$ cat config.mk
export PLATFORM = sky130hd
export DESIGN_NAME = pif_irq_flags
export DESIGN_NICKNAME = d
export VERILOG_FILES = /design/src/hdl/pif_pkg.sv /design/src/hdl/pif_ahb_slave.sv /design/src/hdl/pif_flag_bank.sv /design/src/hdl/pif_irq_flags.sv
export SDC_FILE = /design/constraint.sdc
export NUM_CORES = 1
export LEC_CHECK = 0
export BUFFER_PORTS_ARGS = -buffer_cell sky130_fd_sc_hd__buf_2
export CAP_MARGIN = 20
export CORE_ASPECT_RATIO = 0.5
export CORE_MARGIN = 5
export CORE_UTILIZATION = 35
export DETAILED_ROUTE_END_ITERATION = 16
export PLACE_DENSITY_LB_ADDON = 0.2
export SETUP_SLACK_MARGIN = 0.15
export SLEW_MARGIN = 5
export SYNTH_ARGS = -nofsm -noshare
export SYNTH_HDL_FRONTEND = slang
export SYNTH_SLANG_ARGS = --single-unit
$ cat constraint.sdc
create_clock -name clk_sys_i -period 1.8 [get_ports clk_sys_i]
set_input_delay 0.18 -clock clk_sys_i [delete_from_list [all_inputs] [get_ports clk_sys_i]]
set_output_delay 0.18 -clock clk_sys_i [all_outputs]
set_load 0.03 [all_outputs]
$ cat src/hdl/pif_pkg.sv
// package: register map, field layout and carrier types of the peripheral irq flag block
package pif_pkg;

  localparam logic [11:0] PIF_OFS_DMA_ADC      = 12'h4b0;
  localparam logic [11:0] PIF_OFS_TIMER_SERIAL = 12'h4b1;
  localparam logic [11:0] PIF_OFS_PWM_UART     = 12'h4b2;
  localparam logic [11:0] PIF_OFS_STATUS       = 12'h4b3;
  localparam logic [11:0] PIF_OFS_MASK         = 12'h4b4;
  localparam int          PIF_ADDR_W           = 14;

  localparam logic [7:0]  PIF_FLAG_RESET  = 8'h00;
  localparam logic [7:0]  PIF_MASK_RESET  = 8'h00;
  localparam logic [31:0] PIF_RDATA_ZERO  = 32'h0000_0000;

  // hardware-set, software-cleared bits per register; all else read-only or unimplemented
  localparam logic [7:0]  PIF_SW_DMA_ADC      = 8'hf1;
  localparam logic [7:0]  PIF_IMPL_DMA_ADC    = 8'hf1;
  localparam logic [7:0]  PIF_SW_TIMER_SERIAL = 8'hf8;
  localparam logic [7:0]  PIF_SW_PWM_UART     = 8'h40;
  localparam logic [7:0]  PIF_IMPL_PWM_UART   = 8'hcf;

  localparam logic [1:0]  PIF_HTRANS_NONSEQ = 2'b10;
  localparam logic [2:0]  PIF_HSIZE_WORD    = 3'b010;

  // status bits: one per register, set when any flag in it rises
  localparam int PIF_STAT_W = 3;

  typedef struct packed {
    logic dma_ch1_abort_flag;
    logic dma_ch1_overrun_flag;
    logic dma_ch1_dest_count_flag;
    logic dma_ch1_src_count_flag;
    logic adc_threshold_flag;
    logic timer_zero_flag;
    logic capcomp_one_flag;
    logic timer_one_gate_flag;
    logic timer_one_flag;
    logic timer_two_flag;
    logic pwm_one_period_flag;
  } pif_events_t;

  typedef struct packed {
    logic [7:0] serport1_int_flag_reg;
    logic       serport1_tx_flag;
    logic       serport1_rx_flag;
    logic [7:0] pwm_one_general_int_reg;
    logic [7:0] uart_one_int_reg;
    logic [7:0] uart_one_error_reg;
    logic       uart_one_tx_flag;
    logic       uart_one_rx_flag;
  } pif_periph_state_t;

  typedef struct packed {
    logic [1:0]            htrans;
    logic [PIF_ADDR_W-1:0] haddr;
    logic                  hwrite;
    logic [2:0]            hsize;
    logic                  hsel;
    logic                  hready;
    logic [31:0]           hwdata;
  } pif_ahb_req_t;

  typedef struct packed {
    logic [31:0] hrdata;
    logic        hreadyout;
    logic        hresp;
  } pif_ahb_rsp_t;

  // sel fields decode a write in its data phase, rsel a read in its address phase:
  // rsel holds {mask, status, flag register 2..0}
  typedef struct packed {
    logic       wr;
    logic       rd;
    logic [2:0] sel;
    logic       sel_stat;
    logic       sel_mask;
    logic [4:0] rsel;
    logic [7:0] wdata;
  } pif_reg_acc_t;

endpackage : pif_pkg

$ cat src/hdl/pif_ahb_slave.sv
// ahb-lite slave front end: address phase capture and single-cycle access strobes
`timescale 1ns/1ps
module pif_ahb_slave (
  input  wire logic                 clk_sys_i,
  input  wire logic                 reset_n_i,
  input  wire pif_pkg::pif_ahb_req_t ahb_i,
  output pif_pkg::pif_reg_acc_t     acc_o
);
  import pif_pkg::*;

  typedef struct packed {
    logic                  pend_wr;
    logic                  pend_rd;
    logic [PIF_ADDR_W-1:0] addr;
  } pif_slv_state_t;

  pif_slv_state_t st_r;
  pif_slv_state_t st_nxt;
  logic           take;

  function automatic logic hit(input logic [PIF_ADDR_W-1:0] a, input logic [11:0] ofs);
    hit = (a == {ofs, 2'b00});
  endfunction : hit

  assign take = ahb_i.hsel && ahb_i.hready && (ahb_i.htrans == PIF_HTRANS_NONSEQ);

  always_comb begin
    st_nxt         = st_r;
    st_nxt.pend_wr = take && ahb_i.hwrite;
    st_nxt.pend_rd = take && !ahb_i.hwrite;
    if (take) begin
      st_nxt.addr = ahb_i.haddr;
    end
  end

  always_ff @(posedge clk_sys_i or negedge reset_n_i) begin
    if (!reset_n_i) begin
      st_r <= '0;
    end else begin
      st_r <= st_nxt;
    end
  end

  // writes decode the held address in the data phase, when hwdata stands; reads decode
  // the live address, so a read right behind a write keeps both decodes apart
  always_comb begin
    acc_o.wr       = st_r.pend_wr;
    acc_o.rd       = take && !ahb_i.hwrite;
    acc_o.wdata    = ahb_i.hwdata[7:0];
    acc_o.sel[0]   = hit(st_r.addr, PIF_OFS_DMA_ADC);
    acc_o.sel[1]   = hit(st_r.addr, PIF_OFS_TIMER_SERIAL);
    acc_o.sel[2]   = hit(st_r.addr, PIF_OFS_PWM_UART);
    acc_o.sel_stat = hit(st_r.addr, PIF_OFS_STATUS);
    acc_o.sel_mask = hit(st_r.addr, PIF_OFS_MASK);
    acc_o.rsel[0]  = hit(ahb_i.haddr, PIF_OFS_DMA_ADC);
    acc_o.rsel[1]  = hit(ahb_i.haddr, PIF_OFS_TIMER_SERIAL);
    acc_o.rsel[2]  = hit(ahb_i.haddr, PIF_OFS_PWM_UART);
    acc_o.rsel[3]  = hit(ahb_i.haddr, PIF_OFS_STATUS);
    acc_o.rsel[4]  = hit(ahb_i.haddr, PIF_OFS_MASK);
  end

endmodule : pif_ahb_slave

$ cat src/hdl/pif_flag_bank.sv
// one 8-bit flag register: hardware sets, software writes 0 to clear, read-only bits mirrored
`timescale 1ns/1ps
module pif_flag_bank (
  input  wire logic       clk_sys_i,
  input  wire logic       reset_n_i,
  input  wire logic [7:0] sw_mask_i,
  input  wire logic [7:0] set_i,
  input  wire logic [7:0] ro_i,
  input  wire logic       wr_i,
  input  wire logic [7:0] wdata_i,
  output logic      [7:0] flags_o,
  output logic      [7:0] rise_o
);
  import pif_pkg::*;

  typedef struct packed {
    logic [7:0] sw;
    logic [7:0] view;
  } pif_bank_state_t;

  pif_bank_state_t st_r;
  pif_bank_state_t st_nxt;

  always_comb begin
    st_nxt = st_r;
    // a write may only clear; a set in the same cycle wins
    if (wr_i) begin
      st_nxt.sw = st_r.sw & wdata_i;
    end
    st_nxt.sw   = (st_nxt.sw | set_i) & sw_mask_i;
    st_nxt.view = st_nxt.sw | (ro_i & ~sw_mask_i);
  end

  always_ff @(posedge clk_sys_i or negedge reset_n_i) begin
    if (!reset_n_i) begin
      st_r <= {PIF_FLAG_RESET, PIF_FLAG_RESET};
    end else begin
      st_r <= st_nxt;
    end
  end

  assign flags_o = st_r.view;
  assign rise_o  = st_nxt.view & ~st_r.view;

endmodule : pif_flag_bank

$ cat src/hdl/pif_irq_flags.sv
// top: three peripheral irq flag registers behind an ahb-lite slave, with summary interrupt
// Overview of operation
// flags set on event regardless of enables
// software clears flag before enabling interrupt
// hw sets to 1, software writes 0
// serport1 summary: OR of its flag register
// serport1 tx/rx read-only, mirror peripheral
// pwm1 parameter flag: OR of general register
// uart1 general flag: OR of its register
// uart1 framing flag: OR of error register
// uart1 tx/rx read-only, follow buffer state
// first register: dma1 7..4, adc 0
// second register: timers, capcomp, serport1 layout
// third register: pwm1 7..6, uart1 3..0
// unimplemented bits read zero, writes ignored
//
// Design decision made here: the AHB-Lite register port.
`timescale 1ns/1ps
module pif_irq_flags (
  input  wire logic                      clk_sys_i,
  input  wire logic                      reset_n_i,
  input  wire pif_pkg::pif_ahb_req_t     ahb_i,
  output pif_pkg::pif_ahb_rsp_t          ahb_o,
  input  wire pif_pkg::pif_events_t      events_i,
  input  wire pif_pkg::pif_periph_state_t periph_i,
  output logic                           irq_o,
  output logic [7:0]                     irq_flags_dma_adc_o,
  output logic [7:0]                     irq_flags_timer_serial_o,
  output logic [7:0]                     irq_flags_pwm_uart_o
);
  import pif_pkg::*;

  typedef struct packed {
    logic [PIF_STAT_W-1:0] status;
    logic [PIF_STAT_W-1:0] mask;
    logic [31:0]           rdata;
  } pif_top_state_t;

  pif_top_state_t st_r;
  pif_top_state_t st_nxt;
  pif_reg_acc_t   acc;
  logic [7:0]     set0, set1, set2;
  logic [7:0]     ro0, ro1, ro2;
  logic [7:0]     flg0, flg1, flg2;
  logic [7:0]     rise0, rise1, rise2;
  logic [PIF_STAT_W-1:0] ev_any;

  pif_ahb_slave u_slave (
    .clk_sys_i (clk_sys_i),
    .reset_n_i (reset_n_i),
    .ahb_i     (ahb_i),
    .acc_o     (acc)
  );

  // bit layout of the three flag registers
  always_comb begin
    set0 = {events_i.dma_ch1_abort_flag, events_i.dma_ch1_overrun_flag,
            events_i.dma_ch1_dest_count_flag, events_i.dma_ch1_src_count_flag,
            3'b000, events_i.adc_threshold_flag};
    ro0  = 8'h00;
    set1 = {events_i.timer_zero_flag, events_i.capcomp_one_flag,
            events_i.timer_one_gate_flag, events_i.timer_one_flag,
            events_i.timer_two_flag, 3'b000};
    ro1  = {5'b00000, |periph_i.serport1_int_flag_reg,
            periph_i.serport1_tx_flag, periph_i.serport1_rx_flag};
    set2 = {1'b0, events_i.pwm_one_period_flag, 6'b000000};
    ro2  = {|periph_i.pwm_one_general_int_reg, 3'b000,
            |periph_i.uart_one_int_reg,
            |periph_i.uart_one_error_reg,
            periph_i.uart_one_tx_flag, periph_i.uart_one_rx_flag};
  end

  pif_flag_bank u_bank0 (
    .clk_sys_i (clk_sys_i),
    .reset_n_i (reset_n_i),
    .sw_mask_i (PIF_SW_DMA_ADC),
    .set_i     (set0),
    .ro_i      (ro0),
    .wr_i      (acc.wr && acc.sel[0]),
    .wdata_i   (acc.wdata & PIF_IMPL_DMA_ADC),
    .flags_o   (flg0),
    .rise_o    (rise0)
  );

  pif_flag_bank u_bank1 (
    .clk_sys_i (clk_sys_i),
    .reset_n_i (reset_n_i),
    .sw_mask_i (PIF_SW_TIMER_SERIAL),
    .set_i     (set1),
    .ro_i      (ro1),
    .wr_i      (acc.wr && acc.sel[1]),
    .wdata_i   (acc.wdata),
    .flags_o   (flg1),
    .rise_o    (rise1)
  );

  pif_flag_bank u_bank2 (
    .clk_sys_i (clk_sys_i),
    .reset_n_i (reset_n_i),
    .sw_mask_i (PIF_SW_PWM_UART),
    .set_i     (set2),
    .ro_i      (ro2),
    .wr_i      (acc.wr && acc.sel[2]),
    .wdata_i   (acc.wdata & PIF_IMPL_PWM_UART),
    .flags_o   (flg2),
    .rise_o    (rise2)
  );

  assign ev_any = {|rise2, |rise1, |rise0};

  always_comb begin
    st_nxt = st_r;
    if (acc.wr && acc.sel_mask) begin
      st_nxt.mask = acc.wdata[PIF_STAT_W-1:0];
    end
    if (acc.rd && acc.rsel[3]) begin
      st_nxt.status = '0;
    end
    st_nxt.status = st_nxt.status | ev_any;
    if (acc.rd) begin
      unique case (1'b1)
        acc.rsel[0]: st_nxt.rdata = {24'h000000, flg0};
        acc.rsel[1]: st_nxt.rdata = {24'h000000, flg1};
        acc.rsel[2]: st_nxt.rdata = {24'h000000, flg2};
        acc.rsel[3]: st_nxt.rdata = {29'h0, st_r.status};
        acc.rsel[4]: st_nxt.rdata = {29'h0, st_r.mask};
        default:     st_nxt.rdata = PIF_RDATA_ZERO;
      endcase
    end
  end

  always_ff @(posedge clk_sys_i or negedge reset_n_i) begin
    if (!reset_n_i) begin
      st_r <= '0;
    end else begin
      st_r <= st_nxt;
    end
  end

  assign ahb_o.hrdata    = st_r.rdata;
  assign ahb_o.hreadyout = 1'b1;
  assign ahb_o.hresp     = 1'b0;
  assign irq_o           = |(st_r.status & st_r.mask);
  assign irq_flags_dma_adc_o      = flg0;
  assign irq_flags_timer_serial_o = flg1;
  assign irq_flags_pwm_uart_o     = flg2;

  a_flag_set_event: assert property (@(posedge clk_sys_i) disable iff (!reset_n_i)
    events_i.timer_zero_flag |=> flg1[7]) else $error("timer zero event not latched");
  a_flag_holds: assert property (@(posedge clk_sys_i) disable iff (!reset_n_i)
    flg0[7] && !(acc.wr && acc.sel[0]) |=> flg0[7]) else $error("abort flag dropped");
  a_flag_clear: assert property (@(posedge clk_sys_i) disable iff (!reset_n_i)
    acc.wr && acc.sel[1] && !acc.wdata[3] && !events_i.timer_two_flag |=> !flg1[3])
    else $error("timer two flag not cleared");
  a_serport_sum: assert property (@(posedge clk_sys_i) disable iff (!reset_n_i)
    ##1 flg1[2] == $past(|periph_i.serport1_int_flag_reg))
    else $error("serport summary mismatch");
  a_serport_rx: assert property (@(posedge clk_sys_i) disable iff (!reset_n_i)
    ##1 flg1[0] == $past(periph_i.serport1_rx_flag)) else $error("serport rx mismatch");
  a_pwm_param: assert property (@(posedge clk_sys_i) disable iff (!reset_n_i)
    ##1 flg2[7] == $past(|periph_i.pwm_one_general_int_reg))
    else $error("pwm param mismatch");
  a_uart_general: assert property (@(posedge clk_sys_i) disable iff (!reset_n_i)
    ##1 flg2[3] == $past(|periph_i.uart_one_int_reg)) else $error("uart general mismatch");
  a_uart_framing: assert property (@(posedge clk_sys_i) disable iff (!reset_n_i)
    ##1 flg2[2] == $past(|periph_i.uart_one_error_reg)) else $error("uart framing mismatch");
  a_uart_txrx: assert property (@(posedge clk_sys_i) disable iff (!reset_n_i)
    ##1 flg2[1:0] == $past({periph_i.uart_one_tx_flag, periph_i.uart_one_rx_flag}))
    else $error("uart tx rx mismatch");
  a_unimpl_zero: assert property (@(posedge clk_sys_i) disable iff (!reset_n_i)
    flg0[3:1] == 3'b000 && flg2[5:4] == 2'b00) else $error("unimplemented bit set");
  a_set_wins_clear: assert property (@(posedge clk_sys_i) disable iff (!reset_n_i)
    events_i.timer_two_flag && acc.wr && acc.sel[1] && !acc.wdata[3] |=> flg1[3])
    else $error("event lost against clearing write");
  a_serport_tx: assert property (@(posedge clk_sys_i) disable iff (!reset_n_i)
    ##1 flg1[1] == $past(periph_i.serport1_tx_flag)) else $error("serport tx mismatch");
  a_status_sticky: assert property (@(posedge clk_sys_i) disable iff (!reset_n_i)
    ev_any[0] |=> st_r.status[0]) else $error("status bit lost on flag rise");

endmodule : pif_irq_flags

== Word-level counts from Yosys, hierarchy flattened ==
Cells that the tools add are included.
Widths: inputs -> output; s select.

* Reduce and logical (&&, ||, !) cells: 18
* Add/subtract/negate cells: 0
* Magnitude comparators: 0
* Equality and inequality tests: 10
* Bitwise logic cells: 16
* Shifts and indexed selects: 0
* Div/mod/pow operators: 0
* Multiply operators: 0
* Muxes and demuxes: 5

{| class="wikitable"
|+ Operators by type and width
! operator !! count
|-
| $eq 14x13->1 const B || 9
|-
| $reduce_or 8->1 || 7
|-
| $and 8x8->8 || 5
|-
| $pmux 8 s5 || 1
|-
| $not 8->8 || 3
|-
| $mux 8 || 2
|-
| $or 8x8->8 || 2
|-
| $logic_and 1x1->1 || 9
|-
| $or 7x8->8 || 1
|-
| $or 8x3->8 || 1
|-
| $and 7x7->7 || 1
|-
| $mux 7 || 1
|-
| $or 7x7->7 || 1
|-
| $and 3x3->3 || 1
|-
| $mux 3 || 1
|-
| $or 3x3->3 || 1
|-
| $reduce_or 3->1 || 1
|-
| $eq 2x2->1 const B || 1
|-
| $logic_not 1->1 || 1
|}

* Bits in writable memories: 0
* ROM bits: 0
* Bits in latches: 0
* Bits of input ports: 103
* Output and inout bits: 59
* Flip-flop bits (word level): 80
* Memories kept: 0

== Logic depth before layout (Yosys ltp) ==
Gate-level depths: netlist (run 1).

* Depth in word-level cells: 8
* Depth in mapped cells: 6
* Depth with buffers taken out: 4

== Cells and area by module ==
Synthesis (run 1) repeated with hierarchy kept, for this count alone.

* Cell total of the unflattened synthesis: 397
* Area total of the unflattened synthesis: 4162.7 µm²

{| class="wikitable"
|+ Modules (own cells, without submodules)
! module !! area an instance (µm²) !! instances !! cells an instance !! sequential area each (µm²)
|-
| pif_flag_bank || 760.7 || 3 || 72 || 400.4
|-
| pif_irq_flags || 1016.0 || 1 || 112 || 350.3
|-
| pif_ahb_slave || 864.6 || 1 || 69 || 375.4
|}

== Worst setup path before layout (run 1) ==
OpenSTA, ideal clock, no wires.

* Path type: reg-to-reg
* Start: reg u_slave.st_r[11] in the netlist's numbering
* End: reg st_r[32] in the netlist's numbering
* Data arrival time: 1.479 ns
* Setup time: 0.125 ns
* Setup slack: 0.197 ns
* Stages on the path, launching flop included: 5
* Period minus slack after synthesis: 1.603 ns
* Path through: dfrtp_1 > or4b_1 > nor3b_1 > nand2_1 > mux2_2

* Cells in the longest elaborated chain, start to end: 2

{| class="wikitable"
|+ RTL lines
! item !! RTL line !! text
|-
| from (decl) || pif_ahb_slave.sv:17 || <nowiki>pif_slv_state_t st_r;</nowiki>
|-
| from (signal assigned) || pif_ahb_slave.sv:40 || <nowiki>st_r <= st_nxt;</nowiki>
|-
| $eq 14x13->1 || pif_ahb_slave.sv:22 || <nowiki>hit = (a == {ofs, 2'b00});</nowiki>
|-
| $logic_and 1x1->1 || pif_irq_flags.sv:113 || <nowiki>if (acc.wr && acc.sel_mask) begin</nowiki>
|-
| to (signal assigned) || pif_irq_flags.sv:136 || <nowiki>st_r <= st_nxt;</nowiki>
|-
| to (decl) || pif_irq_flags.sv:39 || <nowiki>pif_top_state_t st_r;</nowiki>
|}

Every way passes these cells.
A chain may end at the register's enable or synchronous reset.

== Worst setup path in the final report (run 1) ==
* Start: reg u_slave.st_r[11] in the netlist's numbering
* End: reg st_r[34] in the netlist's numbering

Same word-level chain as after synthesis.

==> results of run 1 <==
## routing by layer
layer	track usage, %	vias to the layer above	wire length (um)
met4	5.47	0	115
met3	3.28	10	485
met2	23.8	91	3370
met5	0	-	0
li1	-	1028	-
met1	18.8	1044	2850
## sequential cells by signal, summed over array words and instances (netlist names)
signal	count
ahb_o	8
st_r	6
u_bank0.st_r	5
u_bank1.flags_o	7
u_bank1.st_r	1
u_bank2.flags_o	6
u_slave.acc_o	1
u_slave.st_r	14
## through the flow
| stage | total power, uW | util (%) | setup TNS [ps] | instance area, um2 | cells |
|---|---|---|---|---|---|
| global route | 2890 | 44.9 | 0 | 3240 | 452 |
| finish | 2780 | 44.9 | 0 | 3240 | 452 |
| global placement | 1590 | 41.8 | 0 | 3020 | 445 |
| floorplan | 1490 | - | 0 | 2670 | 287 |
| CTS | 2800 | 44.7 | 0 | 3220 | 452 |
| detailed placement | 1610 | 41.8 | -15.5 | 3020 | 445 |
## cell usage after synthesis, drive strengths merged, types with 2 or more instances
cell	count	area [um2]
clkbuf	3	11.3
mux2	18	203
nand4b	2	17.5
a21oi	21	105
o21ai	7	35.0
nor2	27	101
nor3	3	15.0
conb	2	7.51
mux2i	7	70.1
nand2	17	63.8
inv	15	56.3
buf	41	303
a21o	3	22.5
a211oi	3	22.5
o31ai	2	15.0
nand3	2	15.0
a222oi	3	30.0
nand2b	4	25.0
dfrtp	48	1200
or4b	4	43.8
o221ai	2	17.5
nor4	11	90.1
a31oi	2	12.5
## layout make-up
class	instances	area [um2]	area share [%]
clock buffer	5	125	3.86
timing repair buffer	106	538	16.6
multi-input combinational	180	1140	35.2
clock inverter	2	60.1	1.85
inverter	15	56.3	1.74
sequential	48	1200	37.1
tap	96	120	3.71
## worst paths after layout
| path | startpoint | end | slack, ps | cells past startpoint |
|---|---|---|---|---|
| worst max-delay path | u_slave.st_r[11] | st_r[34] | 150 | 4 |
| worst min-delay path | reset_n_i | u_slave.st_r[11] | -10 | 2 |
| worst max register to register | u_slave.st_r[11] | st_r[34] | 150 | 4 |
| worst min register to register | ahb_o[2] | ahb_o[2] | 480 | 2 |
| max in group asynchronous | reset_n_i | u_bank1.flags_o[3] | 1400 | 2 |
| min in group clk_sys_i | periph_i[1] | u_bank2.flags_o[1] | 10 | 1 |
## worst max-delay path, cell delays in order, from the launching register on
cell and delay (ps):
sky130_fd_sc_hd__dfrtp_1 380, sky130_fd_sc_hd__or4b_4 570, sky130_fd_sc_hd__nor3b_2 200, sky130_fd_sc_hd__nand2_2 110, sky130_fd_sc_hd__mux2_2 280
## power by group through the flow
| stage | Clock [uW] | Combinational (uW) | Sequential, uW |
|---|---|---|---|
| after CTS | 1200 | 391 | 1210 |
| after global routing | 1240 | 430 | 1220 |
| after detailed placement | 0 | 385 | 1220 |
| final | 1180 | 392 | 1210 |
| after floorplan | 0 | 274 | 1220 |
| after global placement | 0 | 375 | 1220 |
## logic make-up (layout without fill, tap and decap cells)
group,Yosys count,count (layout),synth area share (%)
and+or+nand+nor,78,78,16.6
buffers and inverters,59,128,14.4
DFF,48,48,46.9
AOI/OAI and AO/OA,46,46,11.1
muxes,25,25,10.6
other,2,31,0.293
## repair_timing
action                     in CTS  in global routing
resized for setup               6                  4
setup endpoints to repair      13                 14
hold endpoints to repair        0                  0
cloned                          0                  0
pin swaps                       1                  0
==> key figures, run 1 <==
Outcome
  • Outcome: finished with violations
  • Violations in the final reports: hold timing

Routing
  • Drt pass-1 iters: 4
  • Violation count after the first detailed-routing iteration: 97
  • Routed via count: around 2.2k
  • # DRC: 0
  • Number of vias per cell: 4.81
  • Post-DRT Antenna Nets: 0
  • Routed length per instance: 15.1 um
  • Final Routed Wirelength: 6.82 mm

GRT
  • Global route total overflow: 0
  • Via count of the first global-routing pass: 2191
  • Maximum number of pins on one net before global-route repair: 49
  • Antenna violations before repair: 0
  • Wire length of the first global-routing pass: 10.5 mm
  • Total routing usage reported by global routing: 14.6%

CTS
  • Number of post-CTS setup repair buffers: 0
  • Number of buffers added by the clock tree synthesis step: 5
  • Maximum buffer depth of the clock tree: 2
  • Clock Latency Late Sink: 290 ps
  • Level count of the clock H-tree: 2
  • Post-CTS clock slew at the launch and capture registers of the worst setup and hold paths: around 60 ps
  • Quantity of hold-fixing buffers added after cts: 0
  • Sinks on Clock Net: 48
  • CTS Root Cell: sky130_fd_sc_hd__clkbuf_16
  • TritonCTS clock tree: yes

Critical path
  • Crit path required time: 1970 ps
  • Arrival time reported for the critical path endpoint: 1820 ps
  • Critical path launch point type: flip-flop
  • Type of the worst setup path: flip-flop to flip-flop
  • Worst-path maximum fanout: 3
  • CP Capture Type: flip-flop

Yosys
  • Yosys reg bits: 48
  • Fraction of the yosys area taken by sequential cells: 46.9%
  • Post-synthesis instance area: 2560 um2
  • Number of enable-type register cells in the synthesized netlist: 0
  • Unique masters post-synth: 39
  • Post-Synthesis Mean Instance Area: 9.94 um2
  • Cells after Synth: 258
  • Async set or reset register ratio after synthesis: 100%
  • Most used flip-flop cell after synthesis: sky130_fd_sc_hd__dfrtp_1
  • Yosys warning count: 0

STA
  • Minimum clock period: 1650 ps
  • Slew margin rel.: 59.5%
  • Post-route worst setup slack: between 100 and 150 ps
  • Actual slew at the worst max-slew pin: approximately 610 ps
  • Max Fclk: 605 MHz
  • Number of setup violations in the final report: 0
  • Fin crit share: 91.8%
  • Worst hold-check slack: -10.5 ps
  • Number of pins with negative max-slew slack in the final report: 0
  • Unrepaired setup endpoints after global routing: yes
  • Clock skew after layout: 3.09 ps
  • Hold violation count in the final report: 21

Pwr
  • Switching Fraction: 24.3%
  • Relative contribution of combinational cells to total power: around 14%
  • Maximum vdd ir drop: 344 uV
  • Sequential power share: 43.5%
  • P_int: 2100 uW
  • Leakage component of the power: 0.00156 uW
  • Power Density: about 860 nW/um2
  • Part of the total power dissipated in the clock network: 42.4%
  • Total net switching power: around 680 uW

Floorplan
  • Die width: 131 um
  • Boundary pin count: around 160
  • Height of the die: 70.5 um
  • Core region area: 7210 um2
  • Total number of placement rows: 22
  • Die area: 9240 um2
  • Starting Density: 35.5%

Place
  • Post-Place Setup Slack: -15.5 ps
  • Total of buffers placed on input and output ports: roughly 100
  • Placer congestion estimate: 0.757
  • Detail Placement HPWL: about 5.5 mm

Worst hold path
  • Worst hold-check path type: input pin to asynchronous set/reset pin

Final layout
  • Layout cell share with drive strength beyond 1: 40.2%
  • Leading cell type in the layout, fill and taps excluded: sky130_fd_sc_hd__buf_2
  • Fill cells: around 730
  • Final net count: 459
  • Most frequent cells in the layout: 103 x sky130_fd_sc_hd__buf_2, 48 x sky130_fd_sc_hd__dfrtp_1, 31 x sky130_fd_sc_hd__conb_1
  • Ant. Diodes: 0
  • Area growth from synthesis to final layout: 26.4%

Flow run
  • Max Cap Viol: 0
(Power assumes the default switching activity.)
==> inputs of run 2 (changes only) <==
Settings changed: CAP_MARGIN 20 to 10, CORE_UTILIZATION 35 to 40.
==> run 2 against run 1 <==
- the run now ends clean
- combinational power hardly changed
- cell area fell by 0.42%
- critical path depth is the same
- via count fell by 0.78%
- final cell count is 1.5% lower
- first-iteration DRC count increased by 20%
- clock power shrank 10%
- utilization up 7.5 points
- critical endpoint is now st_r[32]
- highest routed layer unchanged
==> key figures, run 2 (synthesis gave the netlist of run 1 again) <==
Outcome
  • Outcome: finished, final reports clean

Critical path
  • Worst setup path startpoint: u_slave.st_r[13]
  • Crit path required time: 1970 ps
  • Worst-path maximum fanout: 3
  • Arrival time reported for the critical path endpoint: 1810 ps
  • Type of the worst setup path: flip-flop to flip-flop
  • R2R setup slack: 170 ps
  • Critical path launch point type: flip-flop
  • Launch instance of the worst register-to-register path: u_slave.st_r[13]
  • Capture instance of the worst register-to-register path: st_r[32]
  • Worst-case reg-to-reg path depth: 4
  • CP Capture Type: flip-flop
  • Capturing instance or port of the critical path: st_r[32]

GRT
  • Antenna violations before repair: 0
  • Total routing usage reported by global routing: 16.3%
  • Global route total overflow: 0
  • Wire length of the first global-routing pass: 10.2 mm
  • Via count of the first global-routing pass: 2144
  • Maximum number of pins on one net before global-route repair: 27

Final layout
  • Area growth from synthesis to final layout: 25.9%
  • Final net count: roughly 460
  • Number of flip-flops under the largest register name: 14
  • Ant. Diodes: 0
  • Leading cell type in the layout, fill and taps excluded: sky130_fd_sc_hd__buf_2
  • Most frequent cells in the layout: 103 x sky130_fd_sc_hd__buf_2, 48 x sky130_fd_sc_hd__dfrtp_1, 31 x sky130_fd_sc_hd__conb_1
  • Layout cell share with drive strength beyond 1: 40.1%
  • Register containing the most flip-flops in the final layout: u_slave.st_r
  • Final Instance Count excl. Fillers: about 450

Place
  • Detail Placement HPWL: about 5.4 mm
  • Post-placement cell count: between 400 and 500
  • Total of buffers placed on input and output ports: 103
  • Placer congestion estimate: between 0.7 and 0.8
  • Post-Place Setup Slack: -27.5 ps

STA
  • Worst hold-check slack: 17.4 ps
  • Fin crit share: 90.8%
  • Clock skew after layout: 3.53 ps
  • Hold violation count in the final report: 0
  • Number of setup violations in the final report: 0
  • Actual slew at the worst max-slew pin: around 540 ps
  • Slew margin rel.: 64.0%
  • Unrepaired setup endpoints after global routing: yes
  • Max Fclk: 612 MHz
  • Minimum clock period: 1630 ps
  • Post-route worst setup slack: 166 ps
  • Number of pins with negative max-slew slack in the final report: 0

CTS
  • Level count of the clock H-tree: 2
  • TritonCTS clock tree: yes
  • Maximum buffer depth of the clock tree: 2
  • Post-CTS clock slew at the launch and capture registers of the worst setup and hold paths: 70 ps
  • Sinks on Clock Net: 48
  • Number of post-CTS setup repair buffers: 0
  • Clock Latency Late Sink: 290 ps
  • CTS Root Cell: sky130_fd_sc_hd__clkbuf_16
  • Number of buffers added by the clock tree synthesis step: 5

Floorplan
  • Die width: 123 um
  • Core region area: 6160 um2
  • Height of the die: 66.6 um
  • Total number of placement rows: 20
  • Die area: 8210 um2
  • Starting Density: 41.6%
  • Boundary pin count: 162

Pwr
  • Maximum vdd ir drop: 443 uV
  • Leakage component of the power: 0.00156 uW
  • Power Density: 825 nW/um2
  • Total power of the final layout: 2660 uW

Routing
  • WL met2: around 3.3 mm
  • # DRC: 0
  • Drt pass-1 iters: 4
  • Top routing layer in use: met4
  • Post-DRT Antenna Nets: 0
  • Total met3 wirelength after detailed routing: 535 um
  • Final Routed Wirelength: 6.68 mm
  • Violation count after the first detailed-routing iteration: 116
  • Number of vias per cell: between 4 and 5
  • Routed via count: about 2.2k
  • Post-route met1 wirelength: 2.67 mm
  • Routed length per instance: between 15 and 20 um

Flow run
  • Max Cap Viol: 0

Worst hold path
  • Worst hold-check path type: input pin to flip-flop
  • Cells on Worst Hold Path: 1
-- run 2: cell types whose count changed in the layout (fill, tap and decap cells not counted), sizes merged --
cell,delta
bufinv,-1
clkinv,+1
buf,-1
clkinvlp,+1
dlygate4sd3,+1
-- run 2: layout make-up --
| cell class | instances | area, um2 |
|---|---|---|
| fill | 562 | 2930 |
| inverter | 15 | 56.3 |
| clock buffer | 5 | 125 |
| sequential | 48 | 1200 |
| multi-input combinational | 180 | 1140 |
| tap | 88 | 110 |
| timing repair buffer | 106 | 553 |
| clock inverter | 3 | 42.5 |
-- run 2: power breakdown --
group / leakage, uW / internal [uW] / switching, uW
combinational: 0.000943 / 162 / 233
clock: 0.0000798 / 653 / 404
sequential: 0.000533 / 1160 / 52.9
total: 0.00156 / 1970 / 690
-- run 2: worst min-delay path by stage --
stage	to	start	slack, ps
detailed placement	u_slave.st_r[1]	reset_n_i	200
floorplan	ahb_o[2]	reset_n_i	-120
global route	u_bank2.flags_o[0]	periph_i[0]	9
finish	u_bank2.flags_o[1]	periph_i[1]	20
CTS	u_bank2.flags_o[0]	periph_i[0]	10
global placement	u_slave.st_r[1]	reset_n_i	190
-- run 2: per-stage QoR --
stage               TNS (ps)  area (um2)  utilization [%]
finish                     0        3230             52.4
floorplan                  0        2670                -
global placement           0        3010             48.9
global route               0        3230             52.4
detailed placement     -27.5        3010             48.9
CTS                        0        3210             52.1
-- run 2: critical path: stages, from the launching register on --
cell and delay (ps):
sky130_fd_sc_hd__dfrtp_1 380, sky130_fd_sc_hd__or4b_4 570, sky130_fd_sc_hd__nor3b_2 200, sky130_fd_sc_hd__nand2_2 90, sky130_fd_sc_hd__mux2_2 280
-- run 2: timing repair --
item,4_1_cts,5_1_grt
pin swaps,2,1
endpoints found under the hold margin,22,0
endpoints found under the setup margin,13,13
resized for setup,6,4
hold buffers,1,0
-- run 2: layer usage --
metal,vias to the layer above,global-route usage (%)
met4,0,6.48
met3,12,4.75
li1,1031,-
met1,1038,19.3
met5,-,0
met2,75,27.9
==> inputs of run 3 (changes only) <==
Settings changed: CORE_MARGIN 5 to 2, CTS_CLUSTER_DIAMETER set to 100.
==> run 3 against run 2 <==
- largest power group unchanged
- critical path depth is the same
- critical endpoint is now st_r[33]
- setup slack lost 16 ps
- sequential power is essentially flat
- the run now ends with hold timing left
- utilization shrank 0.21 points
- cell area shrank 0.81%
==> key figures, run 3 (synthesis gave the netlist of run 1 again) <==
Outcome
  • Outcome: finished with violations
  • Violations in the final reports: hold timing

CTS
  • Number of buffers added by the clock tree synthesis step: 5
  • Level count of the clock H-tree: 2
  • Sinks on Clock Net: 48
  • TritonCTS clock tree: yes
  • Clock Latency Late Sink: 290 ps
  • Maximum buffer depth of the clock tree: 2
  • Post-CTS clock slew at the launch and capture registers of the worst setup and hold paths: approximately 60 ps
  • CTS Root Cell: sky130_fd_sc_hd__clkbuf_16

Routing
  • Number of vias per cell: 4.81
  • Drt pass-1 iters: 4
  • Routed length per instance: 13.9 um
  • Post-DRT Antenna Nets: 0
  • Final Routed Wirelength: 6.18 mm
  • Routed via count: 2141
  • # DRC: 0
  • Violation count after the first detailed-routing iteration: 87

STA
  • Minimum clock period: about 1700 ps
  • Fin crit share: 91.7%
  • Actual slew at the worst max-slew pin: 606 ps
  • Hold violation count in the final report: 44
  • Worst hold-check slack: -19.5 ps
  • Slew margin rel.: about three fifths
  • Unrepaired setup endpoints after global routing: yes
  • Number of pins with negative max-slew slack in the final report: 0
  • Max Fclk: 606 MHz
  • Clock skew after layout: 5.05 ps
  • Number of setup violations in the final report: 0

Critical path
  • Type of the worst setup path: flip-flop to flip-flop
  • Bufs and invs on worst path: 0
  • Arrival time reported for the critical path endpoint: 1820 ps
  • Number of cells on the critical path: 4
  • Critical path's slowest cell: sky130_fd_sc_hd__or4b_4
  • CP peak stage delay: 580 ps
  • Crit path required time: 1970 ps
  • Largest delay share family, worst path: simple AND/OR/NAND/NOR gates
  • CP Capture Type: flip-flop
  • Critical path launch point type: flip-flop
  • Worst-case reg-to-reg path depth: 4
  • Worst-path maximum fanout: 3
  • Ordered list of cells on the worst path: or4b_4 -> nor3b_2 -> nand2_2 -> mux2_2

GRT
  • Wire length of the first global-routing pass: ~9.6 mm
  • Maximum number of pins on one net before global-route repair: 49
  • Global route total overflow: 0
  • Total routing usage reported by global routing: 18.1%
  • Via count of the first global-routing pass: 2000
  • Antenna violations before repair: 0

Final layout
  • Register containing the most flip-flops in the final layout: u_slave.st_r
  • Most frequent cells in the layout: 103 x sky130_fd_sc_hd__buf_2, 48 x sky130_fd_sc_hd__dfrtp_1, 31 x sky130_fd_sc_hd__conb_1
  • Number of flip-flops under the largest register name: 14
  • Final net count: approximately 460
  • Area growth from synthesis to final layout: 24.8%
  • Layout cell share with drive strength beyond 1: between 40% and 50%
  • Leading cell type in the layout, fill and taps excluded: sky130_fd_sc_hd__buf_2
  • Ant. Diodes: 0

Floorplan
  • Die area: 7100 um2
  • Height of the die: 60.6 um
  • Die width: 117 um
  • Starting Density: 41.8%
  • Total number of placement rows: 20
  • Core region area: 6130 um2
  • Boundary pin count: 162

Pwr
  • Maximum vdd ir drop: 340 uV
  • Power Density: ~800 nW/um2
  • Total power of the final layout: 2560 uW
  • Leakage component of the power: 0.00154 uW

Worst hold path
  • Worst hold-check path type: input pin to asynchronous set/reset pin

Place
  • Total of buffers placed on input and output ports: 103
  • Detail Placement HPWL: about 4.9 mm
  • Placer congestion estimate: between 0.8 and 0.9

Flow run
  • Max Cap Viol: 0
[run 3: final cells by class]
class	count	area, um2
inverter	15	56.3
sequential	48	1200
clock inverter	2	15.0
fill	598	2930
clock buffer	6	139
timing repair buffer	106	538
multi-input combinational	180	1140
tap	88	110
[run 3: final timing paths]
| check | startpoint | to | slack [ps] |
|---|---|---|---|
| max | u_slave.st_r[13] | st_r[33] | 150 |
| min | reset_n_i | ahb_o[3] | -20 |
| max reg2reg | u_slave.st_r[13] | st_r[33] | 150 |
| min reg2reg | ahb_o[5] | ahb_o[5] | 470 |
| max in group asynchronous | reset_n_i | u_bank2.flags_o[3] | 1410 |
| min in group clk_sys_i | periph_i[26] | u_bank1.flags_o[0] | 10 |
[run 3: metrics by stage]
stage	instances	TNS (ps)	utilization, %	instance area [um2]	setup slack [ps]
floorplan	287	0	-	2670	197
global placement	436	0	48.9	3000	40.7
detailed placement	436	-12.3	48.9	3000	-12.3
CTS	444	0	51.7	3170	149
global route	445	0	52.2	3200	96.2
finish	445	0	52.2	3200	150
[run 3: worst register-to-register path, cell delays in order, from the launching register on]
cell and delay [ps]:
sky130_fd_sc_hd__dfrtp_1 380, sky130_fd_sc_hd__or4b_4 580, sky130_fd_sc_hd__nor3b_2 200, sky130_fd_sc_hd__nand2_2 100, sky130_fd_sc_hd__mux2_2 280
[run 3: repair_timing]
action,4_1_cts,5_1_grt
setup buffers,0,1
pin swaps,2,0
endpoints found under the setup margin,13,14
hold endpoints to repair,0,0
resized for setup,5,5
hold buffers,0,0
[run 3: where the power goes]
group | internal, uW | switching, uW | total (uW)
Sequential | 1160 | 53.9 | 1210
Clock | 553 | 405 | 957
Combinational | 164 | 230 | 394
Total | 1870 | 689 | 2560
[run 3: metal layers]
metal  GRT usage, %  share of wire (%)  routed length (um)  vias to the layer above
li1               -                  -                   -                     1035
met4           5.38                1.0                  63                        0
met3           4.30                6.8                 418                        9
met2           31.3                 50                3100                       71
met1           23.2                 42                2600                     1026
met5              0                  0                   0                        -
